File: src/logic/vpw_link_defs.vh
// Constants for the VPW link error and control block.
// Assumes inclusion by bare name from the design files.
`ifndef VPW_LINK_DEFS_VH
`define VPW_LINK_DEFS_VH

// ==========================================================
// Register byte addresses
`define ADDR_LINK_CONTROL_ONE 4'h0
`define ADDR_LINK_STATE_VECTOR 4'h4

// ==========================================================
// Control register fields
`define BIT_IGNORE_FRAME 7
`define BIT_TIMING_BASE_SELECT 6
`define BIT_RATE_SEL_HI 5
`define BIT_RATE_SEL_LO 4
`define BIT_IRQ_ENABLE 1
`define BIT_WAIT_CLOCK_GATE 0
`define CTRL_RESET 8'h00

// ==========================================================
// State vector codes: no-flag code, then the flag codes highest priority first
`define SV_NONE 8'h00
`define SV_INVALID_SYMBOL 8'h1c
`define SV_CRC_ERROR 8'h18
`define SV_ARB_LOST 8'h14
`define SV_WAKEUP 8'h20

// ==========================================================
// Link states
`define ST_IDLE 3'h0
`define ST_RX 3'h1
`define ST_TX 3'h2
`define ST_WAIT_EOF 3'h3
`define ST_WAIT_SOF 3'h4

// ==========================================================
// Bus responses
`define RESP_OKAY 2'h0
`define RESP_SLVERR 2'h2

`endif

File: src/logic/link_rate_div.v
// Divides the system crystal clock into link timing ticks.
// Assumes the rate code is stable once written.
`timescale 1ns/10ps
`default_nettype none
module link_rate_div
(
  input  wire       clk,
  input  wire       rst,
  input  wire       run,
  input  wire [1:0] rate,
  output reg        tick
);
  reg  [2:0] cnt_q;
  wire [2:0] last;

  // Code 0..3 gives divide by 1, 2, 4, 8
  assign last = (3'h1 << rate) - 3'h1;

  always @(posedge clk or posedge rst)
  begin
    if (rst)
    begin
      cnt_q <= 3'h0;
      tick  <= 1'b0;
    end
    else if (!run)
    begin
      // Frozen while clocks are stopped in wait mode
      tick <= 1'b0;
    end
    else if (cnt_q >= last)
    begin
      cnt_q <= 3'h0;
      tick  <= 1'b1;
    end
    else
    begin
      cnt_q <= cnt_q + 3'h1;
      tick  <= 1'b0;
    end
  end
endmodule
`default_nettype wire

File: src/logic/vpw_link_controller.v
// Error handling and first control register of a VPW serial link controller.
// Assumes a symbol decoder supplies one-cycle symbol pulses in the clk domain.
`timescale 1ns/10ps
`default_nettype none
`include "vpw_link_defs.vh"

module vpw_link_controller
(
  input  wire        clk,
  input  wire        rst,
  // AXI4-Lite slave
  input  wire [3:0]  s_axi_awaddr,
  input  wire        s_axi_awvalid,
  output wire        s_axi_awready,
  input  wire [31:0] s_axi_wdata,
  input  wire [3:0]  s_axi_wstrb,
  input  wire        s_axi_wvalid,
  output wire        s_axi_wready,
  output reg  [1:0]  s_axi_bresp,
  output reg         s_axi_bvalid,
  input  wire        s_axi_bready,
  input  wire [3:0]  s_axi_araddr,
  input  wire        s_axi_arvalid,
  output wire        s_axi_arready,
  output reg  [31:0] s_axi_rdata,
  output reg  [1:0]  s_axi_rresp,
  output reg         s_axi_rvalid,
  input  wire        s_axi_rready,
  // Symbol decoder and protocol engine
  input  wire        sym_sof,
  input  wire        sym_eod,
  input  wire        sym_eof,
  input  wire        sym_break,
  input  wire        sym_invalid,
  input  wire        byte_boundary,
  input  wire        crc_fail,
  input  wire        tx_request,
  input  wire        tx_no_echo,
  input  wire        bus_idle,
  input  wire        bus_stuck_dominant,
  input  wire        arb_lost,
  input  wire        bus_wake_edge,
  input  wire        cpu_wait,
  output wire        tx_enable,
  output reg         tx_abort,
  output wire        rx_enable,
  output wire        timing_base_sel,
  output wire        link_tick,
  output wire        clk_run,
  output wire        irq
);
  // ==========================================================
  // Registers
  reg        ignore_frame_q;
  reg        timing_base_select_q;
  reg  [1:0] rate_sel_q;
  reg        rate_locked_q;
  reg        irq_enable_q;
  reg        wait_clock_gate_q;
  reg  [2:0] state_q;
  reg  [2:0] state_d;
  reg        flag_inv_q;
  reg        flag_crc_q;
  reg        flag_loa_q;
  reg        flag_wake_q;
  reg        stuck_q;
  reg  [7:0] vector;
  wire [7:0] ctrl_rd;
  wire       wr_go;
  wire       wr_ctrl;
  wire       rd_go;
  wire       rd_vec;
  wire       run;
  wire       in_tx;
  wire       in_rx;
  wire       off_bound;
  wire       tx_err;
  wire       rx_frame_err;
  wire       crc_err;
  wire       stuck_rise;
  wire       hold;
  wire       set_inv;
  wire       set_crc;
  wire       set_loa;
  wire       clr_inv;
  wire       clr_crc;
  wire       clr_loa;
  wire       clr_wake;

  // ==========================================================
  // Bus slave
  // Address and data are taken together, so either arrival order works
  assign wr_go         = s_axi_awvalid & s_axi_wvalid & ~s_axi_bvalid;
  assign s_axi_awready = wr_go;
  assign s_axi_wready  = wr_go;
  assign wr_ctrl       = wr_go & ({s_axi_awaddr[3:2], 2'h0} == `ADDR_LINK_CONTROL_ONE) & s_axi_wstrb[0];
  assign rd_go         = s_axi_arvalid & ~s_axi_rvalid;
  assign s_axi_arready = ~s_axi_rvalid;
  assign rd_vec        = rd_go & ({s_axi_araddr[3:2], 2'h0} == `ADDR_LINK_STATE_VECTOR);

  assign ctrl_rd = {ignore_frame_q, timing_base_select_q, rate_sel_q, 2'h0, irq_enable_q, wait_clock_gate_q};

  always @(posedge clk or posedge rst)
  begin
    if (rst)
    begin
      s_axi_bvalid <= 1'b0;
      s_axi_bresp  <= `RESP_OKAY;
      s_axi_rvalid <= 1'b0;
      s_axi_rresp  <= `RESP_OKAY;
      s_axi_rdata  <= 32'h0;
    end
    else
    begin
      if (wr_go)
      begin
        s_axi_bvalid <= 1'b1;
        s_axi_bresp  <= ({s_axi_awaddr[3:2], 2'h0} <= `ADDR_LINK_STATE_VECTOR) ? `RESP_OKAY : `RESP_SLVERR;
      end
      else if (s_axi_bready)
        s_axi_bvalid <= 1'b0;
      if (rd_go)
      begin
        s_axi_rvalid <= 1'b1;
        s_axi_rresp  <= `RESP_OKAY;
        case (s_axi_araddr[3:2])
          2'h0: s_axi_rdata <= {24'h0, ctrl_rd};
          2'h1: s_axi_rdata <= {24'h0, vector};
          default:
          begin
            s_axi_rdata <= 32'h0;
            s_axi_rresp <= `RESP_SLVERR;
          end
        endcase
      end
      else if (s_axi_rready)
        s_axi_rvalid <= 1'b0;
    end
  end

  // ==========================================================
  // Control register
  always @(posedge clk or posedge rst)
  begin
    if (rst)
    begin
      ignore_frame_q       <= 1'b0;
      timing_base_select_q <= 1'b0;
      rate_sel_q           <= 2'h0;
      rate_locked_q        <= 1'b0;
      irq_enable_q         <= 1'b0;
      wait_clock_gate_q    <= 1'b0;
    end
    else
    begin
      if (wr_ctrl)
      begin
        timing_base_select_q <= s_axi_wdata[`BIT_TIMING_BASE_SELECT];
        irq_enable_q         <= s_axi_wdata[`BIT_IRQ_ENABLE];
        wait_clock_gate_q    <= s_axi_wdata[`BIT_WAIT_CLOCK_GATE];
        if (!rate_locked_q)
        begin
          rate_sel_q    <= {s_axi_wdata[`BIT_RATE_SEL_HI], s_axi_wdata[`BIT_RATE_SEL_LO]};
          rate_locked_q <= 1'b1;
        end
      end
      // Hardware clear wins over a software set in the same cycle
      if (sym_sof | sym_break)
        ignore_frame_q <= 1'b0;
      else if (wr_ctrl)
        ignore_frame_q <= s_axi_wdata[`BIT_IGNORE_FRAME];
    end
  end

  assign timing_base_sel = timing_base_select_q;
  assign clk_run         = ~(cpu_wait & wait_clock_gate_q);
  assign run             = clk_run;

  link_rate_div u_div
  (
    .clk  (clk),
    .rst  (rst),
    .run  (run),
    .rate (rate_sel_q),
    .tick (link_tick)
  );

  // ==========================================================
  // Error detection
  assign in_tx        = (state_q == `ST_TX);
  assign in_rx        = (state_q == `ST_RX);
  assign off_bound    = (sym_eod | sym_eof) & ~byte_boundary;
  assign tx_err       = in_tx & (sym_invalid | off_bound | tx_no_echo);
  assign rx_frame_err = in_rx & (off_bound | sym_invalid);
  assign crc_err      = in_rx & crc_fail;
  assign stuck_rise   = bus_stuck_dominant & ~stuck_q;
  assign hold         = ignore_frame_q & ~sym_break;

  // ==========================================================
  // Link state
  always @*
  begin
    state_d = state_q;
    case (state_q)
      `ST_IDLE:
      begin
        if (sym_sof)
          state_d = `ST_RX;
        else if (tx_request & bus_idle & ~bus_stuck_dominant & ~ignore_frame_q)
          state_d = `ST_TX;
      end
      `ST_RX:
      begin
        if (sym_eof & byte_boundary)
          state_d = `ST_IDLE;
      end
      `ST_TX:
      begin
        if (sym_eof & byte_boundary)
          state_d = `ST_IDLE;
      end
      `ST_WAIT_EOF:
      begin
        if (sym_eof)
          state_d = `ST_IDLE;
      end
      `ST_WAIT_SOF:
      begin
        if (sym_sof)
          state_d = `ST_RX;
      end
      default: state_d = `ST_IDLE;
    endcase
    if (tx_err | rx_frame_err | crc_err | stuck_rise)
      state_d = `ST_WAIT_EOF;
    if (wr_ctrl & s_axi_wdata[`BIT_IGNORE_FRAME] & in_rx & ~sym_sof)
      state_d = `ST_WAIT_SOF;
    if (sym_break)
      state_d = `ST_WAIT_SOF;
  end

  always @(posedge clk or posedge rst)
  begin
    if (rst)
    begin
      state_q  <= `ST_IDLE;
      stuck_q  <= 1'b0;
      tx_abort <= 1'b0;
    end
    else if (run)
    begin
      state_q  <= state_d;
      stuck_q  <= bus_stuck_dominant;
      tx_abort <= tx_err | (in_tx & sym_break);
    end
    else
      tx_abort <= 1'b0;
  end

  // Transmit never driven with a stuck bus
  assign tx_enable = in_tx & ~bus_stuck_dominant;
  assign rx_enable = ~ignore_frame_q & (state_q != `ST_WAIT_SOF);

  // ==========================================================
  // Status flags and state vector
  assign set_inv  = tx_err | rx_frame_err | stuck_rise | sym_break;
  assign set_crc  = crc_err;
  assign set_loa  = arb_lost & (in_tx | bus_stuck_dominant);
  assign clr_inv  = rd_vec & (vector == `SV_INVALID_SYMBOL);
  assign clr_crc  = rd_vec & (vector == `SV_CRC_ERROR);
  assign clr_loa  = rd_vec & (vector == `SV_ARB_LOST);
  assign clr_wake = rd_vec & (vector == `SV_WAKEUP);

  always @(posedge clk or posedge rst)
  begin
    if (rst)
    begin
      flag_inv_q  <= 1'b0;
      flag_crc_q  <= 1'b0;
      flag_loa_q  <= 1'b0;
      flag_wake_q <= 1'b0;
    end
    else
    begin
      // Set wins over a clearing read in the same cycle
      if (hold)
      begin
        flag_inv_q <= 1'b0;
        flag_crc_q <= 1'b0;
        flag_loa_q <= 1'b0;
      end
      else
      begin
        flag_inv_q <= set_inv | (flag_inv_q & ~clr_inv);
        flag_crc_q <= set_crc | (flag_crc_q & ~clr_crc);
        flag_loa_q <= set_loa | (flag_loa_q & ~clr_loa);
      end
      flag_wake_q <= (bus_wake_edge & cpu_wait) | (flag_wake_q & ~clr_wake);
    end
  end

  always @*
  begin
    if (flag_inv_q)
      vector = `SV_INVALID_SYMBOL;
    else if (flag_crc_q)
      vector = `SV_CRC_ERROR;
    else if (flag_loa_q)
      vector = `SV_ARB_LOST;
    else if (flag_wake_q)
      vector = `SV_WAKEUP;
    else
      vector = `SV_NONE;
  end

  // Wakeup passes the ignore mask; others need enable and no ignore
  assign irq = (vector == `SV_WAKEUP) |
               (irq_enable_q & ~ignore_frame_q & (vector != `SV_NONE));
endmodule
`default_nettype wire

File: config.mk
export PLATFORM = sky130hd
export DESIGN_NAME = vpw_link_controller
export DESIGN_NICKNAME = d
export VERILOG_FILES = /design/src/logic/link_rate_div.v /design/src/logic/vpw_link_controller.v
export VERILOG_INCLUDE_DIRS = /design/src /design/src/logic
export SDC_FILE = /design/constraint.sdc
export NUM_CORES = 1
export LEC_CHECK = 0
export BUFFER_PORTS_ARGS = -buffer_cell sky130_fd_sc_hd__clkbuf_2
export CORE_UTILIZATION = 40
export CTS_BUF_LIST = sky130_fd_sc_hd__clkbuf_2
export CTS_CLUSTER_DIAMETER = 200
export DETAILED_ROUTE_END_ITERATION = 7
export GPL_TIMING_DRIVEN = 1
export PLACE_DENSITY = 0.73
export RECOVER_POWER = 50
export SYNTH_ARGS = -nofsm -noshare
export SYNTH_HDL_FRONTEND = slang
export SYNTH_HIERARCHICAL = 1
export SYNTH_SLANG_ARGS = --single-unit
File: constraint.sdc
create_clock -name clk -period 2 [get_ports clk]
set_clock_uncertainty 0.2 [all_clocks]
set_input_delay 0.3 -clock clk [delete_from_list [all_inputs] [get_ports clk]]
set_output_delay 0.3 -clock clk [all_outputs]
set_load 0.05 [all_outputs]
* Yosys cells after proc, flatten, opt, wreduce, memory -nomap -nowiden
Cells that the tools add are included.
Widths: inputs -> output; s select.
** Storage, ports and cells
- Register bits :: 58
- Input port bits :: 65
- Output and inout port bits :: 48
- Logic and storage cells :: 144
** Operators by class
- $add $sub $neg :: 2
- Order comparisons :: 2
- Eq/ne operators :: 14
- Shift operators :: 1
- Mux-type cells :: 29
- Bitwise logic cells :: 65
- Reductions and logical operators :: 11
** Operators with widths (number)
- $and 1x1->1 :: 35
- $mux 3 :: 9
- $eq 8x5->1 const B :: 3
- $mux 6 :: 4
- $or 1x1->1 :: 16
- $pmux 8 s2 :: 1
- $not 1->1 :: 14
- $mux 1 :: 12
- $pmux 3 s4 :: 1
- $ne 5x5->1 const B :: 2
- $eq 8x6->1 const B :: 1
- $reduce_bool 8->1 :: 1
- $eq 3x2->1 const B :: 2
- $ne 6x6->1 const B :: 1
- $reduce_bool 2->1 :: 3
- $ne 5x1->1 const B :: 1
- $reduce_and 5->1 :: 1
- $le 4x3->1 const B :: 1
- $logic_not 2->1 :: 2
- $mux 2 :: 2
- $reduce_or 2->1 :: 2
- $add 3x1->3 const B :: 1
- $eq 3x1->1 const B :: 1
- $eq 3x3->1 const B :: 1
- other kinds (7) :: 7

* Logic depth before layout (Yosys ltp)
Gate-level depths: netlist (run 1).
- Word-level depth :: 11
- Gate-level depth with buffers :: 6
- Mapped depth without buffers :: 6

* By module
The synthesis (run 1) kept the hierarchy.
** Modules (own cells, without submodules)
- vpw_link_controller :: instances 1, cells an instance 149, area each 1539.0 um^2, sequential area each 700.7 um^2
- link_rate_div :: instances 1, cells an instance 27, area each 251.5 um^2, sequential area each 100.1 um^2

* Least setup slack after synthesis (run 1)
Ideal clock, no wire load.
- Kind :: reg2reg
- Start :: reg s_axi_bvalid
- End :: reg rate_sel_q[0]
- Setup time :: 0.125 ns
- Arrival time :: 2.239 ns
- Data required time :: 1.675 ns
- Path slack :: -0.564 ns
- Cell stages (with the launch flop) :: 6
- Buffers on the path :: 1
- Clock period less this slack :: 2.564 ns
- Path through :: dfrtp_1 and3b_1 clkbuf_1 nand2_1 nor2_1 mux2_2
** On the way
- Cells in the longest elaborated chain, start to end :: 5
** RTL lines
- from (decl) :: RTL line vpw_link_controller.v:20 : output reg s_axi_bvalid,
- from (signal assigned) :: RTL line vpw_link_controller.v:107 : s_axi_bvalid <= 1'b0;
- from (signal assigned) :: RTL line vpw_link_controller.v:117 : s_axi_bvalid <= 1'b1;
- from (signal assigned) :: RTL line vpw_link_controller.v:121 : s_axi_bvalid <= 1'b0;
- $not 1->1 :: RTL line vpw_link_controller.v:93 : assign wr_go = s_axi_awvalid & s_axi_wvalid & ~s_axi_bvalid;
- $and 1x1->1 :: RTL line vpw_link_controller.v:93
- via s_axi_awready :: RTL line vpw_link_controller.v:14 : output wire s_axi_awready,
- $and 1x1->1 (2 in a row) :: RTL line vpw_link_controller.v:96 : assign wr_ctrl = wr_go & ({s_axi_awaddr[3:2], 2'h0} == `ADDR_LINK_CONTROL_ONE) & s_axi_wstrb[0];
- $reduce_and 2->1 (no line)
- to (signal assigned) :: RTL line vpw_link_controller.v:163 : rate_sel_q <= {s_axi_wdata[`BIT_RATE_SEL_HI], s_axi_wdata[`BIT_RATE_SEL_LO]};
- to (decl) :: RTL line vpw_link_controller.v:56 : reg [1:0] rate_sel_q;
The timed path passes the listed nets, and every way through them passes these cells.
A chain may end at the register's enable or synchronous reset.

* Worst setup path in the final report (run 1)
- Start :: reg state_q[2]
- End :: reg state_q[1]
** On the way
- Cells in the longest elaborated chain, start to end :: 8
- Elaborated cells between the ends (all ways) :: 23
- Classes of those cells :: eq/ne (8); mux (4); bitwise (8); reduce/logical (3)
** RTL lines
- from (decl) :: RTL line vpw_link_controller.v:60 : reg [2:0] state_q;
- from (signal assigned) :: RTL line vpw_link_controller.v:246 : state_q <= `ST_IDLE;
- from (signal assigned) :: RTL line vpw_link_controller.v:252 : state_q <= state_d;
- branches (longest 8 deep; another with $ne 6x6->1)
Parallel ways; which one is timed is not known.

==> results of run 1 <==
path summary, 6_finish.rpt:
| check | slack (ns) | cells past startpoint | endpoint |
|---|---|---|---|
| hold reg to reg | 0.29 | 1 | rate_locked_q |
| max in group asynchronous | 0.56 | 4 | state_q[1] |
| hold / removal | 0.03 | 4 | s_axi_rdata[4] |
| min in group asynchronous | 0.17 | 3 | u_div/cnt_q[2] |
| setup reg to reg | 0.03 | 6 | state_q[1] |
| setup / recovery | 0.03 | 6 | state_q[1] |
cells in the mapped netlist (2+ instances only):
cell,count
and3_1,2
o21ai_0,9
nand3_1,2
nand2b_1,4
ha_1,4
o31ai_1,2
dfrtp_1,32
nor3b_1,2
nand2_1,12
buf_4,27
clkbuf_1,2
a21o_1,5
a31oi_1,2
nor3_1,4
a21oi_1,7
nor2b_1,5
mux2_2,8
inv_1,13
o21ai_1,4
nor2_1,4
a22o_1,4
cells by family (layout without fill, tap and decap cells):
family / count (synthesis) / in the layout / synth area share [%]
buf+inv: 42 / 104 / 14.5
other cells: 1 / 26 / 0.209
mux: 9 / 9 / 5.59
compound gates: 43 / 43 / 17.7
fa+ha+maj: 4 / 4 / 2.80
flops: 32 / 32 / 44.7
simple gates: 45 / 45 / 14.5
registers in the layout, summed over array words and instances, names as in the netlist, 2 cells and up:
register     flops
state_q          3
s_axi_rdata      8
rate_sel_q       2
u_div/cnt_q      3
layout make-up:
type | instances | area share [%]
Multi-Input combinational cell | 127 | 37.0
Sequential cell | 32 | 33.4
Inverter | 13 | 2.02
Clock inverter | 2 | 1.45
Tap cell | 50 | 2.59
Timing Repair Buffer | 83 | 22.3
Clock buffer | 6 | 1.24
per-layer routing:
layer	vias up	share of wire [%]	track usage, %	routed length, um
li1	740	-	-	-
met1	710	41	20.8	1580
met2	46	54	29.9	2060
met3	5	4.1	3.13	159
met4	0	0.99	8.16	38
met5	-	0	0	0
layout by cell type (no fill, tap or decap), drive strengths merged, types with 2 or more instances in the layout:
master	count
nor3	4
mux2	8
or3	2
a22o	4
o31ai	2
a21o	5
dfrtp	32
a21oi	7
nand2	12
nand3	2
dlygate4sd3	17
o21ai	13
nor2	4
and3	3
inv	13
ha	4
nor2b	5
nand2b	4
nor3b	3
conb	26
clkbuf	60
buf	12
a31oi	3
timing repair:
action                     in CTS  in global routing
hold endpoints to repair       25                  1
pin swaps                       1                  1
setup buffers                   1                  2
hold buffers                   16                  1
setup endpoints to repair       4                  8
resized for setup               9                 19
where the power goes:
part / switching (mW) / leakage [nW] / total, mW / internal (mW)
Combinational: 0.683 / 0.826 / 1.04 / 0.356
Sequential: 0.0970 / 0.390 / 0.872 / 0.775
Clock: 0.216 / 0.0430 / 0.432 / 0.216
worst min-delay path: stages:
cell and delay (ns):
clkbuf_2 0.11, nand2_1 0.05, o21ai_0 0.06, o31ai_1 0.06
==> impl_metrics.csv, run 1 <==
group,metric,value,unit
status,status,"complete, no violations",
timing,setup_viol,0,
critical_path,startpoint_type,"flip-flop",
yosys,synth_cell_types,43,
route,viasPerCell,4.80,
place,post-dp-hpwl,2.78,mm
timing,period_needed,1.97,ns
floorplan,die_h,68.9,um
critical_path,path_buf_inv,1,
cells_and_area,seqCellArea,806,um2
yosys,synth_edf_count,0,
timing,post-route-period-util,98.4,%
timing,timing_hold_violations_final,0,
critical_path,worstPathRequired,2.10,ns
grt,grt_usage,17.4,%
floorplan,die_area,0.00475,mm2
timing,tns,0,ns
clocking,clock_latency,0.35,ns
timing,slew_violations,0,
critical_path,criticalPathCategory,"flip-flop to flip-flop",
floorplan,ioPinCount,113,
cells_and_area,design_area,0.00241,mm2
route,wl_per_cell,12.3,um
clocking,clockBufferDepth,2,
route,wl,3.84,mm
floorplan,die_w,68.9,um
power,peakVddDrop,0.000456,V
place,placed_cells,285,
timing,slew_headroom,59.6,%
clocking,clockRootBuffer,"clkbuf_2",
clocking,clk_pin_slew_worst_paths,0.16,ns
route,dr_total_vias,1501,
critical_path,crit_family,"simple AND/OR/NAND/NOR gates",
yosys,syn_area_per_cell,10.2,um2
cells_and_area,num-fill-cells,383,
floorplan,initial_core_util,43.2,%
yosys,synth_top_area_share,44.7,%
route,drt_iter0_markers,40,
place,gp_congestion,0.823,
min_path,worstHoldStart,"s_axi_araddr[2]",
power,power_per_cell_area,971,mW/mm2
timing,whs,0.0320,ns
grt,grt_pass1_vias,1417,
critical_path,crit_slowest_cell,"or4b_1",
route,antenna_left,0,
floorplan,core,0.00414,mm2
critical_path,critical-path-max-stage-delay,0.50,ns
yosys,synth_top_cell_by_area,"dfrtp_1",
cells_and_area,fin_cells,313,
yosys,ys_dominant_reg_cell,"dfrtp_1",
power,p_total,2.34,mW
floorplan,num_rows,23,
yosys,yosys_warnings,6,
route,first_pass_iters,4,
route,drc_errors,0,
cells_and_area,finalCoreUtilization,58.3,%
critical_path,crit_path_start,"state_q[2]",
cells_and_area,multi_input_area,893,um2
clocking,clock_sinks,32,
grt,grt_pass1_wl,5.96,mm
critical_path,path_cells,"buf_4, nor3_4, a31oi_2, or4b_1, a21oi_2, a21o_1",
yosys,yosys_register_bits,32,
timing,layout_setup_ws,0.0321,ns
place,io_buffers,53,
cells_and_area,finalNetCount,331,
yosys,synthArstFlopShare,100,%
critical_path,cp.arrival,2.07,ns
critical_path,cp-end-kind,"flip-flop",
clocking,cts.htree.levels,2,
cells_and_area,syn_to_final_growth,34.9,%
timing,fmax,508,MHz
critical_path,crit_path_max_fanout,7,
place,place_area,0.00208,mm2
timing,max_slew.worst_pin.slew,0.609,ns
grt,grt_overflow,0,
yosys,ys_top_cells_by_area,"dfrtp_1 (45%), buf_4 (11%), mux2_2 (5.0%)",
timing,grt_setup_unrepaired,"true",
clocking,cts_tree,"built",
critical_path,reg2reg_from,"state_q[2]",
place,post-place-ws,0.108,ns
yosys,synth_seq_area_share,44.7,%
job,max_cap_viol_count,0,
power,p_leak,1.26,nW
grt,antenna_found_initial,0,
cells_and_area,n_antenna_cell,0,
yosys,netlist_area,0.00179,mm2
min_path,hold_path_class,"input port to flip-flop",
clocking,cts_made_buffers,5,
yosys,synthCells,176,
grt,grt_max_degree,22,
cells_and_area,layout-drive-gt1-share,37.3,%
Note: power is estimated with default switching activity, not from simulation.
==> run 2: changes to the inputs <==
--- a/config.mk
+++ b/config.mk
@@ -7,6 +7,8 @@
 export NUM_CORES = 1
 export LEC_CHECK = 0
 export BUFFER_PORTS_ARGS = -buffer_cell sky130_fd_sc_hd__clkbuf_2
+export CAP_MARGIN = 25
+export CORE_MARGIN = 3
 export CORE_UTILIZATION = 40
 export CTS_BUF_LIST = sky130_fd_sc_hd__clkbuf_2
 export CTS_CLUSTER_DIAMETER = 200
==> constraint.sdc (replaced) <==
create_clock -name clk -period 2.4 [get_ports clk]
set_clock_uncertainty 0.2 [all_clocks]
set_input_delay 0.36 -clock clk [delete_from_list [all_inputs] [get_ports clk]]
set_output_delay 0.36 -clock clk [all_outputs]
set_load 0.05 [all_outputs]
==> run 2 against run 1 <==
  * Utilization down 5.9 points
  * Combinational power down 27%
  * Clock power decreased by 16%
  * Register-to-register slack better by 0.44 ns
  * Die area rose by 12%
==> impl_metrics.csv, run 2 (synthesis results as in run 1) <==
group,metric,value,unit
clocking,clockRootBuffer,"clkbuf_2",
place,io_buffers,53,
cells_and_area,layout_commonest_cell,"clkbuf_2",
timing,period_needed,2.16,ns
place,place_area,0.00204,mm2
power,peakVddDrop,0.000486,V
critical_path,cp.arrival,1.60,ns
critical_path,worstPathRequired,1.84,ns
route,dr_total_vias,1414,
route,drt_iter0_markers,43,
floorplan,ioPinCount,113,
critical_path,crit_path_max_fanout,10,
cells_and_area,final_cell_mix,"clkbuf_2 (56), dfrtp_1 (32), conb_1 (26)",
cells_and_area,finalNetCount,314,
clocking,cts.htree.levels,2,
power,power_per_cell_area,856,mW/mm2
timing,max_slew.worst_pin.slew,0.663,ns
grt,grt_pass1_wl,6.00,mm
floorplan,core,0.00414,mm2
clocking,cts_made_buffers,5,
critical_path,startpoint_type,"flip-flop",
timing,slew_violations,0,
clocking,cts_tree,"built",
floorplan,die_area,0.00532,mm2
route,drc_errors,0,
cells_and_area,largest_reg_flops,8,
grt,grt_overflow,0,
timing,timing_hold_violations_final,0,
cells_and_area,syn_to_final_growth,21.2,%
route,wl,3.59,mm
critical_path,ff2ff_path_depth,6,
timing,slew_headroom,55.7,%
min_path,whs_path_depth,2,
grt,grt_usage,14.3,%
grt,grt_pass1_vias,1318,
critical_path,criticalPathCategory,"flip-flop to primary output",
job,max_cap_viol_count,0,
timing,tns,0,ns
clocking,clock_latency,0.35,ns
route,viasPerCell,4.78,
timing,setup_viol,0,
floorplan,die_w,72.9,um
cells_and_area,layout-drive-gt1-share,30.5,%
floorplan,num_rows,23,
cells_and_area,top_regs,"s_axi_rdata: 8 flops, state_q: 3 flops, u_div/cnt_q: 3 flops",
critical_path,cp-end-kind,"primary output",
route,antenna_left,0,
timing,grt_setup_unrepaired,"false",
timing,fmax,463,MHz
grt,antenna_found_initial,0,
clocking,clockBufferDepth,2,
cells_and_area,regMostFlops,"s_axi_rdata",
cells_and_area,design_area,0.00217,mm2
cells_and_area,fin_cells,296,
floorplan,initial_core_util,43.2,%
clocking,clock_sinks,32,
route,wl_per_cell,12.1,um
cells_and_area,n_antenna_cell,0,
place,placed_cells,280,
place,gp_congestion,0.833,
critical_path,reg2reg_from,"rate_sel_q[1]",
route,first_pass_iters,4,
critical_path,timing.rr.end,"u_div/cnt_q[1]",
grt,grt_max_degree,19,
clocking,cts_setup_buffers,0,
clocking,clk_pin_slew_worst_paths,0.17,ns
min_path,hold_path_class,"input port to flip-flop",
status,status,"complete, no violations",
critical_path,rrSetupSlack,0.47,ns
power,p_leak,1.15,nW
min_path,worstHoldEndpoint,"irq_enable_q",
min_path,worstHoldStart,"s_axi_wdata[1]",
floorplan,die_h,72.9,um
place,post-dp-hpwl,2.88,mm
timing,post-route-period-util,90.1,%
run 2: changes by cell type in the layout (fill, tap and decap cells not counted), moves of 2 or more:
cell	delta
buf_4	-9
dlygate4sd3_1	-9
clkbuf_2	+4
dfrtp_1	+4
dfrtp_2	-4
clkbuf_4	-3
buf_6	-2
clkbuf_1	+2
nor3_4	-2
run 2: layer usage:
layer,routed length [um],GRT usage (%),up-vias
li1,-,-,703
met1,1420,17.2,666
met2,1880,24.5,43
met3,271,5.23,2
met4,18,3.07,0
met5,0,0,-
run 2: worst max-delay path, stage by stage (launching register included):
cell and delay (ns):
dfrtp_1 0.42, and2_0 0.22, inv_1 0.27, clkbuf_2 0.34
run 2: worst max-delay path by stage:
stage          cells past startpoint         startpoint             to  slack, ns
6_report                           3  wait_clock_gate_q        clk_run       0.24
3_5_place_dp                       6            sym_eof     state_q[1]       0.43
2_1_floorplan                      5       s_axi_bvalid  rate_sel_q[0]       0.20
3_3_place_gp                       6            sym_eof     state_q[0]       0.47
4_1_cts                            4         flag_inv_q            irq       0.14
5_1_grt                            3  wait_clock_gate_q        clk_run       0.07
run 2: what timing repair did:
action                                  4_1_cts  5_1_grt
hold buffers                                  3        5
gates resized for setup                       0        1
hold endpoints to repair                     22        4
endpoints found under the setup margin        0        1
run 2: cell type report:
class                           count  area, um2
Clock buffer                        6       30.0
Clock inverter                      2       35.0
Fill cell                         405       1970
Inverter                           13       48.8
Multi-Input combinational cell    127        830
Sequential cell                    32        801
Tap cell                           50       62.6
Timing Repair Buffer               66        364
run 2: through the flow:
step | util [%] | power [mW] | hold slack, ns | worst slack, ns
finish | 52.4 | 1.86 | 0.0258 | 0.238
global route | 52.4 | 1.98 | 0.000376 | 0.0736
CTS | 51.5 | 1.87 | 0.00000688 | 0.140
detailed placement | 49.2 | 1.50 | 0.0549 | 0.432
global placement | 49.2 | 1.49 | 0.0429 | 0.472
floorplan | - | 1.36 | -0.0739 | 0.201
run 2: power by group:
part           internal, mW  switching (mW)  total, mW
sequential            0.643          0.0861      0.729
clock                 0.180           0.185      0.365
combinational         0.236           0.527      0.763
total                  1.06           0.798       1.86
==> run 3: changes to the inputs <==
==> constraint.sdc (replaced) <==
create_clock -name clk -period 2.4 [get_ports clk]
set_clock_uncertainty 0.2 [all_clocks]
set_input_delay 0.24 -clock clk [delete_from_list [all_inputs] [get_ports clk]]
set_output_delay 0.24 -clock clk [all_outputs]
set_load 0.05 [all_outputs]
==> run 3 against run 2 <==
  * First-iteration DRC count grew 37%
  * Design area rose by 4.4%
  * Maximum frequency is 2.0% lower
  * Flip-flop and latch count stayed put
  * Largest power group unchanged
  * Critical endpoint is now ignore_frame_q
  * Clock power fell by 2%
  * Global-route usage is 0.27 points higher
  * Critical path depth rose by 4
==> impl_metrics.csv, run 3 (synthesis results as in run 1) <==
group,metric,value,unit
status,status,"complete, no violations",
route,drc_errors,0,
critical_path,cp-end-kind,"flip-flop",
cells_and_area,num-fill-cells,398,
route,wl,3.69,mm
critical_path,startpoint_type,"input port",
timing,period_needed,2.21,ns
timing,grt_setup_unrepaired,"false",
grt,grt_usage,14.6,%
cells_and_area,syn_to_final_growth,26.6,%
cells_and_area,finalNetCount,323,
route,antenna_left,0,
job,max_cap_viol_count,0,
critical_path,cp.arrival,2.32,ns
clocking,cts.htree.levels,2,
critical_path,crit_path_end,"ignore_frame_q",
critical_path,worstPathRequired,2.51,ns
grt,antenna_found_initial,0,
timing,max_slew.worst_pin.slew,0.661,ns
critical_path,crit_path_start,"s_axi_awaddr[3]",
clocking,clock_sinks,32,
floorplan,initial_core_util,43.2,%
grt,grt_pass1_wl,5.93,mm
route,dr_total_vias,1447,
min_path,hold_path_class,"input port to flip-flop",
power,power_per_cell_area,823,mW/mm2
clocking,clock_latency,0.36,ns
clocking,clockBufferDepth,2,
timing,tns,0,ns
clocking,cts_made_buffers,5,
grt,grt_overflow,0,
route,first_pass_iters,4,
timing,post-route-period-util,92.0,%
grt,busiest_layer,"met2",
critical_path,path_buf_inv,3,
timing,timing_hold_violations_final,0,
timing,whs,0.0401,ns
power,p_leak,1.18,nW
clocking,cts_hold_repair.buffers,19,
floorplan,die_area,0.00532,mm2
critical_path,ff2ff_path_depth,5,
critical_path,critical-path-max-stage-delay,0.57,ns
grt,grt_max_degree,17,
timing,layout_setup_ws,0.193,ns
grt,met3_usage,3.72,%
critical_path,crit_slowest_cell,"dlygate4sd3_1",
critical_path,reg2reg_from,"s_axi_bvalid",
place,io_buffers,53,
route,drt_iter0_markers,59,
place,place_area,0.00202,mm2
grt,grt.met1_usage,17.1,%
critical_path,cp.depth,7,
cells_and_area,top_regs,"s_axi_rdata: 8 flops, state_q: 3 flops, u_div/cnt_q: 3 flops",
clocking,cts_tree,"built",
place,gp_congestion,0.830,
cells_and_area,n_antenna_cell,0,
cells_and_area,multi_input_area,825,um2
critical_path,cpMostUsedCell,"dlygate4sd3_1",
route,viasPerCell,4.74,
clocking,clockRootBuffer,"clkbuf_2",
cells_and_area,regMostFlops,"s_axi_rdata",
cells_and_area,layout_commonest_cell,"clkbuf_2",
critical_path,path_cells,"dlygate4sd3_1, clkbuf_2, nor3b_1, nand2_1, mux2i_1, nor3_1, dlygate4sd3_1",
critical_path,timing.rr.end,"ignore_frame_q",
critical_path,crit_family,"buffers and inverters",
cells_and_area,layout-drive-gt1-share,27.8,%
floorplan,core,0.00414,mm2
cells_and_area,design_area,0.00227,mm2
power,peakVddDrop,0.000343,V
clocking,cts_setup_buffers,0,
clocking,ctsResizeCount,0,
cells_and_area,largest_reg_flops,8,
critical_path,rrSetupSlack,0.29,ns
grt,grt_pass1_vias,1345,
timing,slew_headroom,55.9,%
timing,fmax,453,MHz
critical_path,crit_path_max_fanout,6,
cells_and_area,seqCellArea,801,um2
floorplan,die_w,72.9,um
place,post-place-ws,0.509,ns
floorplan,ioPinCount,113,
timing,slew_violations,0,
critical_path,criticalPathCategory,"input port to flip-flop",
cells_and_area,final_cell_mix,"clkbuf_2 (52), dfrtp_1 (32), conb_1 (26)",
timing,setup_viol,0,
route,wl_per_cell,12.1,um
place,post-dp-hpwl,2.81,mm
grt,use_met2,25.2,%
clocking,clk_pin_slew_worst_paths,0.17,ns
floorplan,num_rows,23,
floorplan,die_h,72.9,um
run 3: changes by cell type in the layout (fill, tap and decap cells not counted):
cell,previous run,this run
nor3_1,3,4
clkinvlp_4,0,1
dlygate4sd3_1,8,19
nor3_2,1,0
clkbuf_1,7,8
clkbuf_2,56,52
run 3: tightest hold or removal path, cell delays in order:
cell and delay [ns]:
clkbuf_2 0.07, or3_4 0.13, o211a_1 0.13
run 3: stage by stage:
step / utilization, % / power, mW / std cells
final: 54.7 / 1.87 / 305
after global routing: 54.7 / 1.99 / 305
after CTS: 55.1 / 1.89 / 305
after detailed placement: 48.9 / 1.50 / 278
after global placement: 48.9 / 1.48 / 278
after floorplan: - / 1.36 / 201
run 3: where the power goes:
part | internal (mW) | switching, mW
Sequential | 0.643 | 0.0831
Clock | 0.174 | 0.184
Combinational | 0.246 | 0.535
Total | 1.06 | 0.802
run 3: cell type report:
class / count / area share [%]
multi-input cells: 127 / 36.4
repair buffers: 75 / 20.4
inverters: 13 / 2.15
flip-flops and latches: 32 / 35.3
well taps: 50 / 2.76
clock buffers: 5 / 1.10
clock inverters: 3 / 1.88
run 3: how the worst min path moves through the flow:
stage,endpoint,depth (start not counted),start,slack [ns]
2_1_floorplan,u_div/cnt_q[0],1,rst,-0.19
3_3_place_gp,u_div/tick,2,rst,-0.08
3_5_place_dp,u_div/tick,2,rst,-0.08
4_1_cts,tx_abort,3,tx_no_echo,0.007
5_1_grt,tx_abort,3,tx_no_echo,0.01
6_report,tx_abort,3,tx_no_echo,0.04
run 3: metal layers:
layer | part of all wire (%) | vias up | wire [um]
li1 | - | 724 | -
met3 | 7.1 | 2 | 263
met5 | 0 | - | 0
met1 | 40 | 670 | 1460
met2 | 53 | 51 | 1950
met4 | 0.35 | 0 | 13
